==> src/logic/dpm_pkg.sv <==
// Purpose: constants shared by the diagnostic probe pin multiplexer
// Assumes: one core clock, asynchronous active-low reset
// Notes:   channel map, i/o modes and the serial frame layout live here
//
// Overview of operation
// mode high: all four multifunction pins take their diagnostic functions
// mode low: the four multifunction pins behave as ordinary user i/o
// special mode: diag_clock pin times probe selection and programming frames
// special mode: diag_serial_in carries serial frames from the outside party
// probe_out_a shows the selected internal node live
// two probe outputs with separately chosen nodes
// probe pins return to user i/o once debugging ends
// a permanent disable stops all further probe observation
// global clock pin is buffered into the clock net, or is user i/o
// each user pin is input, output, three-state or bidirectional
// unused user pins drive a constant low
// after the permanent disable probe pins never show internal nodes
package dpm_pkg;

  // pad channel map
  localparam int unsigned DPM_CH_DIAG_CLOCK = 0;
  localparam int unsigned DPM_CH_SERIAL_IN  = 1;
  localparam int unsigned DPM_CH_PROBE_A    = 2;
  localparam int unsigned DPM_CH_PROBE_B    = 3;
  localparam int unsigned DPM_CH_GCLK  = 4;
  localparam int unsigned DPM_CH_FIXED = 5;

  // user i/o buffer modes
  localparam logic [1:0] DPM_IOM_INPUT  = 2'h0;
  localparam logic [1:0] DPM_IOM_OUTPUT = 2'h1;
  localparam logic [1:0] DPM_IOM_TRI    = 2'h2;
  localparam logic [1:0] DPM_IOM_BIDIR  = 2'h3;

  // serial frame: opcode then data, msb first
  localparam int unsigned DPM_OPC_W     = 2;
  localparam int unsigned DPM_DATA_W    = 8;
  localparam int unsigned DPM_FRAME_W   = 10;
  localparam logic [3:0]  DPM_FRAME_END = 4'h9;
  localparam logic [3:0]  DPM_CNT_RST   = 4'h0;
  localparam logic [1:0]  DPM_OPC_PROG  = 2'h0;
  localparam logic [1:0]  DPM_OPC_SEL_A = 2'h1;
  localparam logic [1:0]  DPM_OPC_SEL_B = 2'h2;
  localparam logic [1:0]  DPM_OPC_FUSE  = 2'h3;
  localparam logic [7:0]  DPM_FUSE_KEY  = 8'hA5;

  // reset values
  localparam logic [7:0]  DPM_SEL_RST   = 8'h00;

  // serial front end states
  typedef enum logic [2:0] {
    DPM_ST_USER  = 3'b001,
    DPM_ST_SHIFT = 3'b010,
    DPM_ST_EXEC  = 3'b100
  } dpm_state_t;

endpackage

==> src/logic/dpm_pin_mux.sv <==
// Purpose: multifunction pin control with two live probe outputs
// Assumes: pads and the fuse sense arrive asynchronously; nodes are core-clocked
// Notes:   pads are split into input, output and active-low output enable
`timescale 1ns/1ps

module dpm_pin_mux
  import dpm_pkg::*;
#(
  parameter int unsigned NUM_IO = 8,
  parameter int unsigned SEL_W  = 8
)
(
  // clock and reset
  input  wire logic                  core_clk_in,
  input  wire logic                  rstn_in,
  // mode pin
  input  wire logic                  mode_pin_in,
  // pads
  input  wire logic [NUM_IO-1:0]     pad_in,
  output logic      [NUM_IO-1:0]     pad_out,
  output logic      [NUM_IO-1:0]     pad_oe_n_out,
  // user i/o configuration
  input  wire logic [NUM_IO-1:0]     io_used_in,
  input  wire logic [2*NUM_IO-1:0]   io_mode_in,
  input  wire logic                  gclk_as_clock_in,
  // core side of the user i/o
  input  wire logic [NUM_IO-1:0]     core_out_in,
  input  wire logic [NUM_IO-1:0]     core_oe_in,
  output logic      [NUM_IO-1:0]     core_in_out,
  // buffered global clock
  output logic                       gclk_buf_out,
  // observable internal nodes
  input  wire logic [(1<<SEL_W)-1:0] probe_nodes_in,
  // permanent probe disable
  input  wire logic                  fuse_sense_in,
  output logic                       fuse_burn_out,
  output logic                       probe_locked_out,
  // programming data
  output logic      [DPM_DATA_W-1:0] prog_data_out,
  output logic                       prog_valid_out,
  // status
  output logic                       special_mode_out
);

  // synchronisers
  logic [NUM_IO-1:0]      pad_s1_r;
  logic [NUM_IO-1:0]      pad_s2_r;
  logic                   mode_s1_r;
  logic                   mode_s2_r;
  logic                   fuse_s1_r;
  logic                   fuse_s2_r;
  logic                   diag_clock_d_r;

  // serial front end
  dpm_state_t             state_r;
  dpm_state_t             state_nxt;
  logic [3:0]             cnt_r;
  logic [3:0]             cnt_nxt;
  logic [DPM_FRAME_W-1:0] shift_r;
  logic [DPM_FRAME_W-1:0] shift_nxt;

  // probe selection, disable and programming data
  logic [SEL_W-1:0]       sel_a_r;
  logic [SEL_W-1:0]       sel_b_r;
  logic                   burn_r;
  logic [DPM_DATA_W-1:0]  prog_data_r;
  logic                   prog_valid_r;

  // pad and status output flops
  logic [NUM_IO-1:0]      pad_out_r;
  logic [NUM_IO-1:0]      pad_oe_n_r;
  logic [NUM_IO-1:0]      core_in_r;
  logic                   gclk_buf_r;
  logic                   locked_r;
  logic                   special_r;

  // decode
  wire                    mode_s    = mode_s2_r;
  wire                    clock_rise = pad_s2_r[DPM_CH_DIAG_CLOCK] & ~diag_clock_d_r;
  wire                    serial_bit = pad_s2_r[DPM_CH_SERIAL_IN];
  wire                    exec      = (state_r == DPM_ST_EXEC);
  wire [DPM_OPC_W-1:0]    opc       = shift_r[DPM_FRAME_W-1 -: DPM_OPC_W];
  wire [DPM_DATA_W-1:0]   dat       = shift_r[DPM_DATA_W-1:0];
  wire                    locked    = fuse_s2_r | burn_r;
  wire                    take_sel_a = exec & (opc == DPM_OPC_SEL_A) & ~locked;
  wire                    take_sel_b = exec & (opc == DPM_OPC_SEL_B) & ~locked;
  wire                    take_burn = exec & (opc == DPM_OPC_FUSE) & (dat == DPM_FUSE_KEY);
  wire                    take_prog = exec & (opc == DPM_OPC_PROG);
  wire                    probe_a   = probe_nodes_in[sel_a_r];
  wire                    probe_b   = probe_nodes_in[sel_b_r];
  wire [SEL_W-1:0]        dat_sel   = SEL_W'(dat);

  // per-channel next values
  logic [NUM_IO-1:0]      pad_out_nxt;
  logic [NUM_IO-1:0]      pad_oe_n_nxt;
  logic [NUM_IO-1:0]      core_in_nxt;

  // serial frame sequencing
  always_comb
  begin
    state_nxt = state_r;
    cnt_nxt   = cnt_r;
    shift_nxt = shift_r;
    case (state_r)
      DPM_ST_USER:
      begin
        cnt_nxt = DPM_CNT_RST;
        if (mode_s)
          state_nxt = DPM_ST_SHIFT;
      end
      DPM_ST_SHIFT:
      begin
        if (!mode_s)
        begin
          state_nxt = DPM_ST_USER;
          cnt_nxt   = DPM_CNT_RST;
        end
        else if (clock_rise)
        begin
          shift_nxt = {shift_r[DPM_FRAME_W-2:0], serial_bit};
          if (cnt_r == DPM_FRAME_END)
          begin
            state_nxt = DPM_ST_EXEC;
            cnt_nxt   = DPM_CNT_RST;
          end
          else
            cnt_nxt = cnt_r + 4'h1;
        end
      end
      DPM_ST_EXEC:
      begin
        cnt_nxt   = DPM_CNT_RST;
        state_nxt = mode_s ? DPM_ST_SHIFT : DPM_ST_USER;
      end
      default:
      begin
        state_nxt = DPM_ST_USER;
        cnt_nxt   = DPM_CNT_RST;
      end
    endcase
  end

  // pad muxing, one slice per channel
  genvar i;
  generate
    for (i = 0; i < NUM_IO; i = i + 1)
    begin : g_ch
      wire [1:0] m        = io_mode_in[2*i +: 2];
      wire       used     = io_used_in[i];
      wire       is_in    = (m == DPM_IOM_INPUT);
      wire       is_out   = (m == DPM_IOM_OUTPUT);
      wire       rd_en    = (m == DPM_IOM_INPUT) | (m == DPM_IOM_BIDIR);
      wire       usr_out  = used & ~is_in & core_out_in[i];
      wire       usr_oe_n = used & (is_in | (~is_out & ~core_oe_in[i]));
      wire       usr_cin  = used & rd_en & pad_s2_r[i];
      if (i == DPM_CH_DIAG_CLOCK || i == DPM_CH_SERIAL_IN)
      begin : g_diag_in
        assign pad_out_nxt[i]  = mode_s ? 1'b0 : usr_out;
        assign pad_oe_n_nxt[i] = mode_s ? 1'b1 : usr_oe_n;
        assign core_in_nxt[i]  = mode_s ? 1'b0 : usr_cin;
      end
      else if (i == DPM_CH_PROBE_A || i == DPM_CH_PROBE_B)
      begin : g_probe
        wire node = (i == DPM_CH_PROBE_A) ? probe_a : probe_b;
        assign pad_out_nxt[i]  = mode_s ? (node & ~locked) : usr_out;
        assign pad_oe_n_nxt[i] = mode_s ? 1'b0 : usr_oe_n;
        assign core_in_nxt[i]  = mode_s ? 1'b0 : usr_cin;
      end
      else if (i == DPM_CH_GCLK)
      begin : g_gclk
        assign pad_out_nxt[i]  = gclk_as_clock_in ? 1'b0 : usr_out;
        assign pad_oe_n_nxt[i] = gclk_as_clock_in ? 1'b1 : usr_oe_n;
        assign core_in_nxt[i]  = gclk_as_clock_in ? 1'b0 : usr_cin;
      end
      else
      begin : g_user
        assign pad_out_nxt[i]  = usr_out;
        assign pad_oe_n_nxt[i] = usr_oe_n;
        assign core_in_nxt[i]  = usr_cin;
      end
    end
  endgenerate

  // synchronisers
  always_ff @(posedge core_clk_in or negedge rstn_in)
  begin
    if (!rstn_in)
    begin
      pad_s1_r  <= '0;
      pad_s2_r  <= '0;
      mode_s1_r <= 1'b0;
      mode_s2_r <= 1'b0;
      fuse_s1_r <= 1'b0;
      fuse_s2_r <= 1'b0;
      diag_clock_d_r <= 1'b0;
    end
    else
    begin
      pad_s1_r  <= pad_in;
      pad_s2_r  <= pad_s1_r;
      mode_s1_r <= mode_pin_in;
      mode_s2_r <= mode_s1_r;
      fuse_s1_r <= fuse_sense_in;
      fuse_s2_r <= fuse_s1_r;
      diag_clock_d_r <= pad_s2_r[DPM_CH_DIAG_CLOCK];
    end
  end

  // serial front end state
  always_ff @(posedge core_clk_in or negedge rstn_in)
  begin
    if (!rstn_in)
    begin
      state_r <= DPM_ST_USER;
      cnt_r   <= DPM_CNT_RST;
      shift_r <= '0;
    end
    else
    begin
      state_r <= state_nxt;
      cnt_r   <= cnt_nxt;
      shift_r <= shift_nxt;
    end
  end

  // probe selection, disable and programming data
  always_ff @(posedge core_clk_in or negedge rstn_in)
  begin
    if (!rstn_in)
    begin
      sel_a_r      <= SEL_W'(DPM_SEL_RST);
      sel_b_r      <= SEL_W'(DPM_SEL_RST);
      burn_r       <= 1'b0;
      prog_data_r  <= '0;
      prog_valid_r <= 1'b0;
    end
    else
    begin
      if (take_sel_a)
        sel_a_r <= dat_sel;
      if (take_sel_b)
        sel_b_r <= dat_sel;
      if (take_burn)
        burn_r <= 1'b1;
      if (take_prog)
        prog_data_r <= dat;
      prog_valid_r <= take_prog;
    end
  end

  // pad and status output flops
  always_ff @(posedge core_clk_in or negedge rstn_in)
  begin
    if (!rstn_in)
    begin
      pad_out_r  <= '0;
      pad_oe_n_r <= '1;
      core_in_r  <= '0;
      gclk_buf_r <= 1'b0;
      locked_r   <= 1'b0;
      special_r  <= 1'b0;
    end
    else
    begin
      pad_out_r  <= pad_out_nxt;
      pad_oe_n_r <= pad_oe_n_nxt;
      core_in_r  <= core_in_nxt;
      gclk_buf_r <= gclk_as_clock_in & pad_s2_r[DPM_CH_GCLK];
      locked_r   <= locked;
      special_r  <= mode_s;
    end
  end

  // outputs
  assign pad_out          = pad_out_r;
  assign pad_oe_n_out     = pad_oe_n_r;
  assign core_in_out      = core_in_r;
  assign gclk_buf_out     = gclk_buf_r;
  assign fuse_burn_out    = burn_r;
  assign probe_locked_out = locked_r;
  assign prog_data_out    = prog_data_r;
  assign prog_valid_out   = prog_valid_r;
  assign special_mode_out = special_r;

endmodule // dpm_pin_mux

==> config.mk <==
export PLATFORM = sky130hd
export DESIGN_NAME = dpm_pin_mux
export DESIGN_NICKNAME = d
export VERILOG_FILES = /design/src/logic/dpm_pkg.sv /design/src/logic/dpm_pin_mux.sv
export SDC_FILE = /design/constraint.sdc
export NUM_CORES = 1
export LEC_CHECK = 0
export BUFFER_PORTS_ARGS = -buffer_cell sky130_fd_sc_hd__buf_4
export CORE_ASPECT_RATIO = 1.1
export CORE_MARGIN = 5
export CORE_UTILIZATION = 40
export CTS_BUF_LIST = sky130_fd_sc_hd__clkbuf_16
export CTS_CLUSTER_SIZE = 12
export DETAILED_ROUTE_END_ITERATION = 10
export PLACE_DENSITY = 0.65
export SETUP_SLACK_MARGIN = 0.15
export SLEW_MARGIN = 20
export SYNTH_ARGS = -nofsm -noshare
export SYNTH_HDL_FRONTEND = slang
export SYNTH_SLANG_ARGS = --single-unit
==> constraint.sdc <==
create_clock -name core_clk_in -period 3.3 [get_ports core_clk_in]
set_clock_uncertainty 0.1 [all_clocks]
set_input_delay 0.165 -clock core_clk_in [delete_from_list [all_inputs] [get_ports core_clk_in]]
set_output_delay 0.165 -clock core_clk_in [all_outputs]
set_load 0.005 [all_outputs]
==> impl_metrics.py, run 1 <==
metrics = {
    "worst_setup_path": {
        "crit_path_start_kind": "flop",
        "critPathMaxFanout": 15,
        "cp.arrival_ps": 3030,
        "crit_required_ps": 3440,
        "worst_setup_path_end_kind": "flop",
        "worst_path_max_delay_cell": "dfrtp_4",
        "crit_chain": "buf_4 > mux4_2 > o22ai_1 > nor2_1 > a2111oi_0 > a21oi_1 > a221o_1",
        "slowest_delay_ps": 620,
        "critical_path_class": "reg2reg",
    },
    "floorplanning": {
        "dieArea_um2": 22600,
        "die_h_um": 157,
        "start_util_pct": 41.0,
        "dieWidth_um": 144,
        "row_count": 53,
        "io_pins": 346,
        "core-area_um2": 19200,
    },
    "yosys": {
        "ys_ff_latch": 91,
        "synth_commonest_cells": "mux4_2, dfrtp_1, mux2i_1",
        "synth_top_area_share_pct": 28.3,
        "synth_top_flop_cell": "dfrtp_1",
        "avgSynthCellArea_um2": 12.0,
        "mappedNetlistNets": 975,
        "yosysMostFrequentCell": "mux4_2",
        "synth-async-reset-ratio_pct": 100,
        "yosysSeqAreaShare_pct": 29.0,
        "synth.area.top_cells": "mux4_2, dfrtp_1, mux2i_1, mux2_2, dfstp_2",
        "syn_area_um2": 7890,
        "syn_inst": 656,
        "synth_top_area_cell": "mux4_2",
        "yosysWarnings": 0,
        "ys_types": 59,
        "synth_enable_flop_cells": 0,
    },
    "routing": {
        "avgRoutedWirePerCell_um": 24.8,
        "drt_wl_total_mm": 31.9,
        "drc": 0,
        "detail_route.iter0.violations": 476,
        "viasPerCell": 6.03,
        "drtPass1Iterations": 5,
        "detail-route-antenna-nets": 0,
        "vias": 7747,
    },
    "power_and_ir_drop": {
        "power.leakage_nw": 4.92,
        "power_density_nw_per_um2": 247,
        "max-vdd-ir-drop_uv": 287,
    },
    "finish": {
        "design_area_um2": 11500,
        "antenna_cells": 0,
        "syn2layout_area_growth_pct": 45.3,
        "drive_gt1_share_pct": 52.4,
        "fin_nets": 1351,
    },
    "place": {
        "io_buffers": 345,
        "placement.cell_area_um2": 10700,
        "dp_hpwl_mm": 25.6,
        "gp_congestion": 0.922,
    },
    "global_routing": {
        "grt_pass1_vias": 8474,
        "antenna_found_initial": 0,
        "overflow": 0,
        "grt_pass1_wl_mm": 47.7,
        "grt_max_degree": 44,
        "gr-usage-all-layers_pct": 27.6,
    },
    "timing": {
        "hold_viol": 0,
        "drv_slew": 0,
        "post-route-min-period_ps": 2900,
        "rsz0062_at_grt": "no",
        "finalSetupViolCount": 0,
        "fmax_mhz": 345,
        "min_period_over_period_pct": 87.8,
        "final.setup.tns_ps": 0,
        "relSlewSlack_pct": 45.5,
        "tightest_slew_ps": 818,
    },
    "worst_hold_path": {
        "hold_path_class": "in2reg",
    },
    "clocking": {
        "clock_latency_ps": 350,
        "cts_tree": "done",
        "clk_pin_slew_ps": 70,
        "clockBufferDepth": 2,
        "ctsResizeCount": 0,
        "ctsHtreeMaxLevel": 3,
        "cts_buffers": 9,
        "root_buffer": "clkbuf_16",
        "clock-sinks": 91,
    },
    "status": {
        "status": "complete, no violations",
    },
    "job": {
        "maxCapViolCount": 0,
    },
}
[placed cells by master, fill, tap and decap left out, types with 22 or more instances in the layout]
cell / count
buf_4: 370
mux2_2: 39
dlygate4sd3_1: 46
a21oi_1: 22
nand2_1: 44
mux2i_1: 62
inv_1: 29
dfrtp_1: 78
nor2_1: 31
mux4_2: 99
[final timing paths]
check	slack, ps	to	startpoint	cells after the start
setup / recovery	400	pad_out[3]$_DFF_PN0_	sel_b_r[0]$_DFFE_PN0P_	7
hold / removal	40	pad_oe_n_out[4]$_DFF_PN1_	core_oe_in[4]	3
hold reg to reg	250	pad_s2_r[7]$_DFF_PN0_	pad_s1_r[7]$_DFF_PN0_	0
setup reg to reg	400	pad_out[3]$_DFF_PN0_	sel_b_r[0]$_DFFE_PN0P_	7
max in group asynchronous	2040	pad_oe_n_out[7]$_DFF_PN1_	rstn_in	3
min in group asynchronous	240	core_in_out[6]$_DFF_PN0_	rstn_in	2
[power breakdown]
part	internal (W)	switching, W
Combinational	0.000429	0.000241
Sequential	0.00116	0.0000261
Clock	0.000517	0.000459
[logic make-up after synthesis]
kind of cell	count (synthesis)	synth area share [%]
muxes	205	43.4
and+or+nand+nor	158	10.5
AOI/OAI and AO/OA	107	9.85
DFF	91	29.0
buffers and inverters	84	5.55
adders and majority gates	10	1.59
xor gates and xnor gates	1	0.111
[metal layers]
| layer | part of all wire, % | GRT usage [%] |
|---|---|---|
| met4 | 3.9 | 10.4 |
| met3 | 11 | 8.42 |
| met5 | 0 | 0 |
| met1 | 34 | 31.1 |
| met2 | 51 | 49.1 |
[sequential cells by signal, summed over array words and instances, names as in the netlist]
| register | count |
|---|---|
| shift_r | 10 |
| core_in_out | 8 |
| pad_oe_n_out | 8 |
| pad_out | 8 |
| pad_s1_r | 8 |
| pad_s2_r | 8 |
| prog_data_out | 8 |
| sel_a_r | 8 |
| sel_b_r | 8 |
| cnt_r | 4 |
| state_r | 3 |
| diag_clock_d_r | 1 |
| fuse_burn_out | 1 |
| fuse_s1_r | 1 |
| fuse_s2_r | 1 |
| gclk_buf_out | 1 |
| mode_s | 1 |
| mode_s1_r | 1 |
| probe_locked_out | 1 |
| prog_valid_out | 1 |
| special_mode_out | 1 |
[layout make-up]
type                            count  area, um^2
Clock buffer                        9         225
Clock inverter                      7        53.8
Fill cell                        1670        7770
Inverter                           30         113
Multi-Input combinational cell    481        5160
Sequential cell                    91        2300
Tap cell                          247         309
Timing Repair Buffer              419        3300
[timing repair]
item	CTS	global route
setup buffers	0	0
hold endpoints to repair	72	0
hold buffers	46	0
[critical path, delay by kind of cell, from the launching register on]
family	cells	cell delay (ps)
AOI/OAI and AO/OA	4	1170
DFF	1	620
muxes	1	520
buffers and inverters	1	270
and+or+nand+nor	1	90
[stage by stage]
stage / setup slack (ps) / hold WS, ps / std cells / power [W] / util (%)
after global placement: 458 / 91.0 / 1222 / 0.00182 / 55.7
after floorplan: 988 / -231 / 656 / 0.00138 / -
final: 402 / 35.2 / 1284 / 0.00283 / 59.6
after CTS: 378 / 11.8 / 1284 / 0.00285 / 59.6
after detailed placement: 390 / 88.9 / 1222 / 0.00183 / 55.7
after global routing: 309 / 37.9 / 1284 / 0.00297 / 59.6
Power figures use the tool's default switching activity.
==> run 2, diff against run 1 <==
--- a/config.mk
+++ b/config.mk
@@ -6,7 +6,7 @@
 export NUM_CORES = 1
 export LEC_CHECK = 0
 export BUFFER_PORTS_ARGS = -buffer_cell sky130_fd_sc_hd__buf_4
-export CORE_ASPECT_RATIO = 1.1
+export CORE_ASPECT_RATIO = 0.6
 export CORE_MARGIN = 5
 export CORE_UTILIZATION = 40
 export CTS_BUF_LIST = sky130_fd_sc_hd__clkbuf_16
==> impl_metrics.py, run 2 (synthesis gave the netlist of run 1 again) <==
metrics = {
    "timing": {
        "rsz0062_at_grt": "no",
        "relSlewSlack_pct": 36.9,
        "hold_viol": 0,
        "drv_slew": 0,
        "min_period_over_period_pct": 90.1,
        "post-route-min-period_ps": 2970,
        "finalSetupViolCount": 0,
        "fmax_mhz": 336,
        "tightest_slew_ps": 934,
        "final.setup.tns_ps": 0,
    },
    "worst_setup_path": {
        "endpoint": "pad_out[3]$_DFF_PN0_",
        "worst_setup_path_end_kind": "flop",
        "r2r_cells": 7,
        "r2r-start": "sel_b_r[0]$_DFFE_PN0P_",
        "critPathMaxFanout": 31,
        "crit_required_ps": 3420,
        "cp.arrival_ps": 3090,
        "regToRegSetupSlack_ps": 330,
        "r2r-end": "pad_out[3]$_DFF_PN0_",
        "crit_path_start_kind": "flop",
        "critical_path_class": "reg2reg",
        "startpoint": "sel_b_r[0]$_DFFE_PN0P_",
    },
    "routing": {
        "drc": 0,
        "viasPerCell": 5.98,
        "avgRoutedWirePerCell_um": 24.3,
        "vias": 7759,
        "detail_route.iter0.violations": 654,
        "drtPass1Iterations": 5,
        "detail-route-antenna-nets": 0,
        "drt_wl_total_mm": 31.6,
    },
    "power_and_ir_drop": {
        "max-vdd-ir-drop_uv": 303,
        "power.leakage_nw": 4.89,
        "power_density_nw_per_um2": 251,
    },
    "place": {
        "gp_congestion": 0.947,
        "dp_cells": 1242,
        "io_buffers": 345,
        "dp_hpwl_mm": 25.8,
        "placement.cell_area_um2": 10700,
    },
    "finish": {
        "drive_gt1_share_pct": 53.0,
        "regMostFlops": "shift_r",
        "design_area_um2": 11400,
        "fin_nets": 1345,
        "syn2layout_area_growth_pct": 44.8,
        "final_cell_mix": "buf_4, mux4_2, dfrtp_1",
        "layout.cells.non_filler": 1297,
        "antenna_cells": 0,
        "final_common_cell": "buf_4",
        "largest_reg_flops": 10,
    },
    "floorplanning": {
        "io_pins": 346,
        "dieWidth_um": 191,
        "core-area_um2": 19200,
        "row_count": 39,
        "die_h_um": 119,
        "start_util_pct": 41.1,
        "dieArea_um2": 22700,
    },
    "clocking": {
        "clk_pin_slew_ps": 70,
        "hold_buffers": 39,
        "cts_buffers": 9,
        "ctsResizeCount": 0,
        "clock_latency_ps": 330,
        "root_buffer": "clkbuf_16",
        "ctsHtreeMaxLevel": 3,
        "clock-sinks": 91,
        "postCtsSetupRepairBufs": 0,
        "cts_tree": "done",
        "clockBufferDepth": 2,
    },
    "worst_hold_path": {
        "min_from": "core_out_in[1]",
        "hold_path_class": "in2reg",
    },
    "global_routing": {
        "gr-usage-all-layers_pct": 27.1,
        "overflow": 0,
        "grt_pass1_wl_mm": 47.8,
        "antenna_found_initial": 0,
        "grt_max_degree": 52,
        "grt_pass1_vias": 8026,
    },
    "status": {
        "status": "complete, no violations",
    },
    "job": {
        "maxCapViolCount": 0,
    },
}
[run 2: worst min path at each step]
stage / end / depth (start not counted)
2_1_floorplan: cnt_r[0]$_DFFE_PN0P_ / 0
3_3_place_gp: core_in_out[1]$_DFF_PN0_ / 1
3_5_place_dp: pad_out[4]$_DFF_PN0_ / 1
4_1_cts: pad_out[1]$_DFF_PN0_ / 2
5_1_grt: pad_out[0]$_DFF_PN0_ / 2
6_report: pad_out[1]$_DFF_PN0_ / 2
[run 2: where the power goes]
| group | total (W) | switching, W | internal (W) |
|---|---|---|---|
| Sequential | 0.00119 | 0.0000266 | 0.00116 |
| Combinational | 0.000662 | 0.000238 | 0.000423 |
| Clock | 0.00101 | 0.000430 | 0.000584 |
| Total | 0.00286 | 0.000695 | 0.00217 |
[run 2: cell type report]
type	count	area, um^2
multi-input cells	481	5160
clock buffers	9	225
inverters	30	113
well taps	266	333
repair buffers	413	3220
flip-flops and latches	91	2300
clock inverters	7	67.6
fillers	1597	7760
[run 2: worst max-delay path, stage by stage, from the launching register on]
cell,delay [ps]
dfrtp_4,780
mux4_2,570
o22ai_1,160
nor2_1,90
a2111oi_0,560
buf_4,220
a21oi_1,40
a221o_1,310
[run 2: per-layer routing]
| layer | part of all wire, % | GRT usage [%] | wire length [um] |
|---|---|---|---|
| met2 | 45 | 40.7 | 14100 |
| met1 | 43 | 39.6 | 13500 |
| met4 | 0.67 | 2.65 | 212 |
| met5 | 0 | 0 | 0 |
| met3 | 12 | 9.28 | 3730 |
[run 2: metrics by stage]
stage | power (W) | utilization, % | worst slack, ps | hold WS [ps]
after floorplan | 0.00138 | - | 988 | -231
after global placement | 0.00182 | 56.0 | 366 | 133
after detailed placement | 0.00182 | 56.0 | 388 | 131
after CTS | 0.00287 | 59.6 | 379 | 1.10
after global routing | 0.00297 | 59.6 | 162 | 0.985
final | 0.00286 | 59.6 | 327 | 6.52
==> run 3, diff against run 2 <==
--- a/config.mk
+++ b/config.mk
@@ -5,14 +5,16 @@
 export SDC_FILE = /design/constraint.sdc
 export NUM_CORES = 1
 export LEC_CHECK = 0
+export ABC_AREA = 1
 export BUFFER_PORTS_ARGS = -buffer_cell sky130_fd_sc_hd__buf_4
+export CAP_MARGIN = 40
 export CORE_ASPECT_RATIO = 0.6
 export CORE_MARGIN = 5
 export CORE_UTILIZATION = 40
 export CTS_BUF_LIST = sky130_fd_sc_hd__clkbuf_16
 export CTS_CLUSTER_SIZE = 12
 export DETAILED_ROUTE_END_ITERATION = 10
-export PLACE_DENSITY = 0.65
+export PLACE_DENSITY = 0.64
 export SETUP_SLACK_MARGIN = 0.15
 export SLEW_MARGIN = 20
 export SYNTH_ARGS = -nofsm -noshare
==> impl_metrics.py, run 3 <==
metrics = {
    "status": {
        "status": "complete, no violations",
    },
    "clocking": {
        "root_buffer": "clkbuf_16",
        "postCtsSetupRepairBufs": 0,
        "clock-sinks": 91,
        "hold_buffers": 43,
        "ctsHtreeMaxLevel": 3,
        "clock_latency_ps": 340,
        "ctsResizeCount": 0,
        "cts_buffers": 9,
        "cts_tree": "done",
        "clockBufferDepth": 2,
        "clk_pin_slew_ps": 70,
    },
    "timing": {
        "relSlewSlack_pct": 42.2,
        "post-route-min-period_ps": 2710,
        "worst_hold_slack_ps": 17.0,
        "fmax_mhz": 369,
        "rsz0062_at_grt": "no",
        "min_period_over_period_pct": 82.1,
        "tightest_slew_ps": 868,
        "finalSetupViolCount": 0,
        "setup_ws_ps": 590,
        "drv_slew": 0,
        "hold_viol": 0,
        "final.setup.tns_ps": 0,
    },
    "place": {
        "placement.cell_area_um2": 11200,
        "place_ws_ps": 823,
        "io_buffers": 345,
        "gp_congestion": 0.943,
        "dp_hpwl_mm": 29.2,
    },
    "worst_setup_path": {
        "r2r-start": "sel_b_r[0]$_DFFE_PN0P_",
        "critical_path_class": "in2reg",
        "crit_path_start_kind": "input port",
        "worst_path_max_delay_cell": "dlygate4sd3_1",
        "slowest_delay_ps": 590,
        "cpMostUsedCell": "dlygate4sd3_1",
        "critPathMaxFanout": 1,
        "crit_required_ps": 3480,
        "r2r_cells": 14,
        "cp.arrival_ps": 2890,
        "regToRegSetupSlack_ps": 740,
        "r2r-end": "pad_out[3]$_DFF_PN0_",
        "startpoint": "core_oe_in[1]",
        "crit_chain": "dlygate4sd3_1 > buf_4 > nand2_1 > dlygate4sd3_1 > nand2_1 > dlygate4sd3_1 > o21ai_0 > dlygate4sd3_1",
        "endpoint": "pad_oe_n_out[1]$_DFF_PN1_",
        "worst_setup_path_end_kind": "flop",
    },
    "finish": {
        "final_cell_mix": "nand2_1, nand3_1, buf_4",
        "drive_gt1_share_pct": 22.9,
        "fillers": 2085,
        "syn2layout_area_growth_pct": 40.0,
        "largest_reg_flops": 10,
        "design_area_um2": 12000,
        "regMostFlops": "shift_r",
        "final_common_cell": "nand2_1",
        "fin_nets": 2116,
    },
    "floorplanning": {
        "row_count": 41,
        "start_util_pct": 40.7,
        "die_h_um": 123,
        "dieWidth_um": 199,
        "core-area_um2": 21000,
        "io_pins": 346,
        "dieArea_um2": 24500,
    },
    "global_routing": {
        "gr-usage-all-layers_pct": 31.3,
        "antenna_found_initial": 1,
        "grt_pass1_vias": 10800,
        "overflow": 0,
        "grt_max_degree": 129,
        "grt_pass1_wl_mm": 60.6,
    },
    "power_and_ir_drop": {
        "power.leakage_nw": 6.06,
        "max-vdd-ir-drop_uv": 330,
        "power_density_nw_per_um2": 251,
        "power.total_w": 0.00300,
    },
    "yosys": {
        "ys_types": 29,
        "ys_ff_latch": 91,
        "synth_top_area_cell": "nand2_1",
        "syn_inst": 1478,
        "synth-async-reset-ratio_pct": 100,
        "yosysMostFrequentCell": "nand2_1",
        "syn_area_um2": 8540,
        "mappedNetlistNets": 1797,
        "synth_commonest_cells": "nand2_1, nand3_1, dfrtp_1",
        "yosysSeqAreaShare_pct": 26.8,
        "synth_enable_flop_cells": 0,
        "synth_top_area_share_pct": 28.1,
        "avgSynthCellArea_um2": 5.78,
        "yosysWarnings": 0,
        "synth.area.top_cells": "nand2_1, nand3_1, dfrtp_1, buf_2, dfstp_2",
        "synth_top_flop_cell": "dfrtp_1",
    },
    "routing": {
        "avgRoutedWirePerCell_um": 19.2,
        "detail-route-antenna-nets": 0,
        "drc": 0,
        "detail_route.iter0.violations": 1422,
        "drt_wl_total_mm": 39.9,
        "drtPass1Iterations": 6,
        "vias": 11600,
        "viasPerCell": 5.58,
    },
    "worst_hold_path": {
        "hold_path_class": "in2reg",
    },
    "job": {
        "maxCapViolCount": 0,
    },
}
## run 3: cell types whose count changed in the layout (fill, tap and decap cells not counted), sizes merged, moves of 9 or more
cell    previous run  this run
mux2              39         0
nand3             19       480
o21ai              7        30
o22ai             11         1
mux2i             62         0
nor2b              9         0
o221ai            11         0
nor2              31        19
nand2             44       640
inv               29        57
mux4             104         0
a21oi             22         6
## run 3: area by class of cell
type | instances | area [um^2] | share of cell area [%]
clock buffers | 9 | 225 | 1.88
flip-flops and latches | 91 | 2300 | 19.2
clock inverters | 7 | 95.1 | 0.795
well taps | 279 | 349 | 2.92
repair buffers | 418 | 3350 | 28.0
multi-input cells | 1221 | 5430 | 45.4
inverters | 56 | 215 | 1.80
diodes | 1 | 2.50 | 0.0209
## run 3: how the worst min path moves through the flow
stage / startpoint / cells past startpoint / slack [ps] / end
after floorplan: rstn_in / 0 / -230 / cnt_r[0]$_DFFE_PN0P_
after global placement: rstn_in / 1 / 160 / pad_s2_r[7]$_DFF_PN0_
after detailed placement: rstn_in / 1 / 160 / pad_s1_r[7]$_DFF_PN0_
after CTS: io_used_in[1] / 3 / 6 / pad_out[1]$_DFF_PN0_
after global routing: core_oe_in[0] / 4 / 20 / pad_oe_n_out[0]$_DFF_PN1_
final: core_oe_in[0] / 4 / 20 / pad_oe_n_out[0]$_DFF_PN1_
## run 3: cell families (layout without fill, tap and decap cells)
group,count (synthesis),in the layout,synth area share (%)
DFF,91,91,26.8
AOI/OAI and AO/OA,51,51,3.43
adders and majority gates,10,10,1.46
and+or+nand+nor,1160,1160,58.7
other,0,1,0
buffers and inverters,166,490,9.65
## run 3: critical path: cells and delay by family
| family | cells | cell delay [ps] |
|---|---|---|
| AO/OA/AOI/OAI | 1 | 210 |
| AND/OR/NAND/NOR | 2 | 110 |
| buffers and inverters | 5 | 2400 |
## run 3: stage by stage
stage	utilization [%]	cells
after floorplan	-	1478
after global placement	53.4	2021
after detailed placement	53.4	2022
after CTS	57.0	2081
after global routing	57.0	2082
final	57.0	2082
## run 3: metal layers
layer | routed length [um] | global-route usage (%) | part of all wire [%] | vias up
met1 | 17000 | 45.5 | 43 | 5296
met3 | 4690 | 6.81 | 12 | 76
li1 | - | - | - | 5498
met2 | 17100 | 46.9 | 43 | 738
met4 | 1150 | 8.88 | 2.9 | 0
met5 | 0 | 0 | 0 | -
## run 3: power by group
| part | internal (W) | switching [W] | total (W) | leakage, nW |
|---|---|---|---|---|
| combinational | 0.000399 | 0.000323 | 0.000723 | 4.74 |
| sequential | 0.00117 | 0.0000267 | 0.00120 | 1.17 |
| clock | 0.000610 | 0.000472 | 0.00108 | 0.157 |
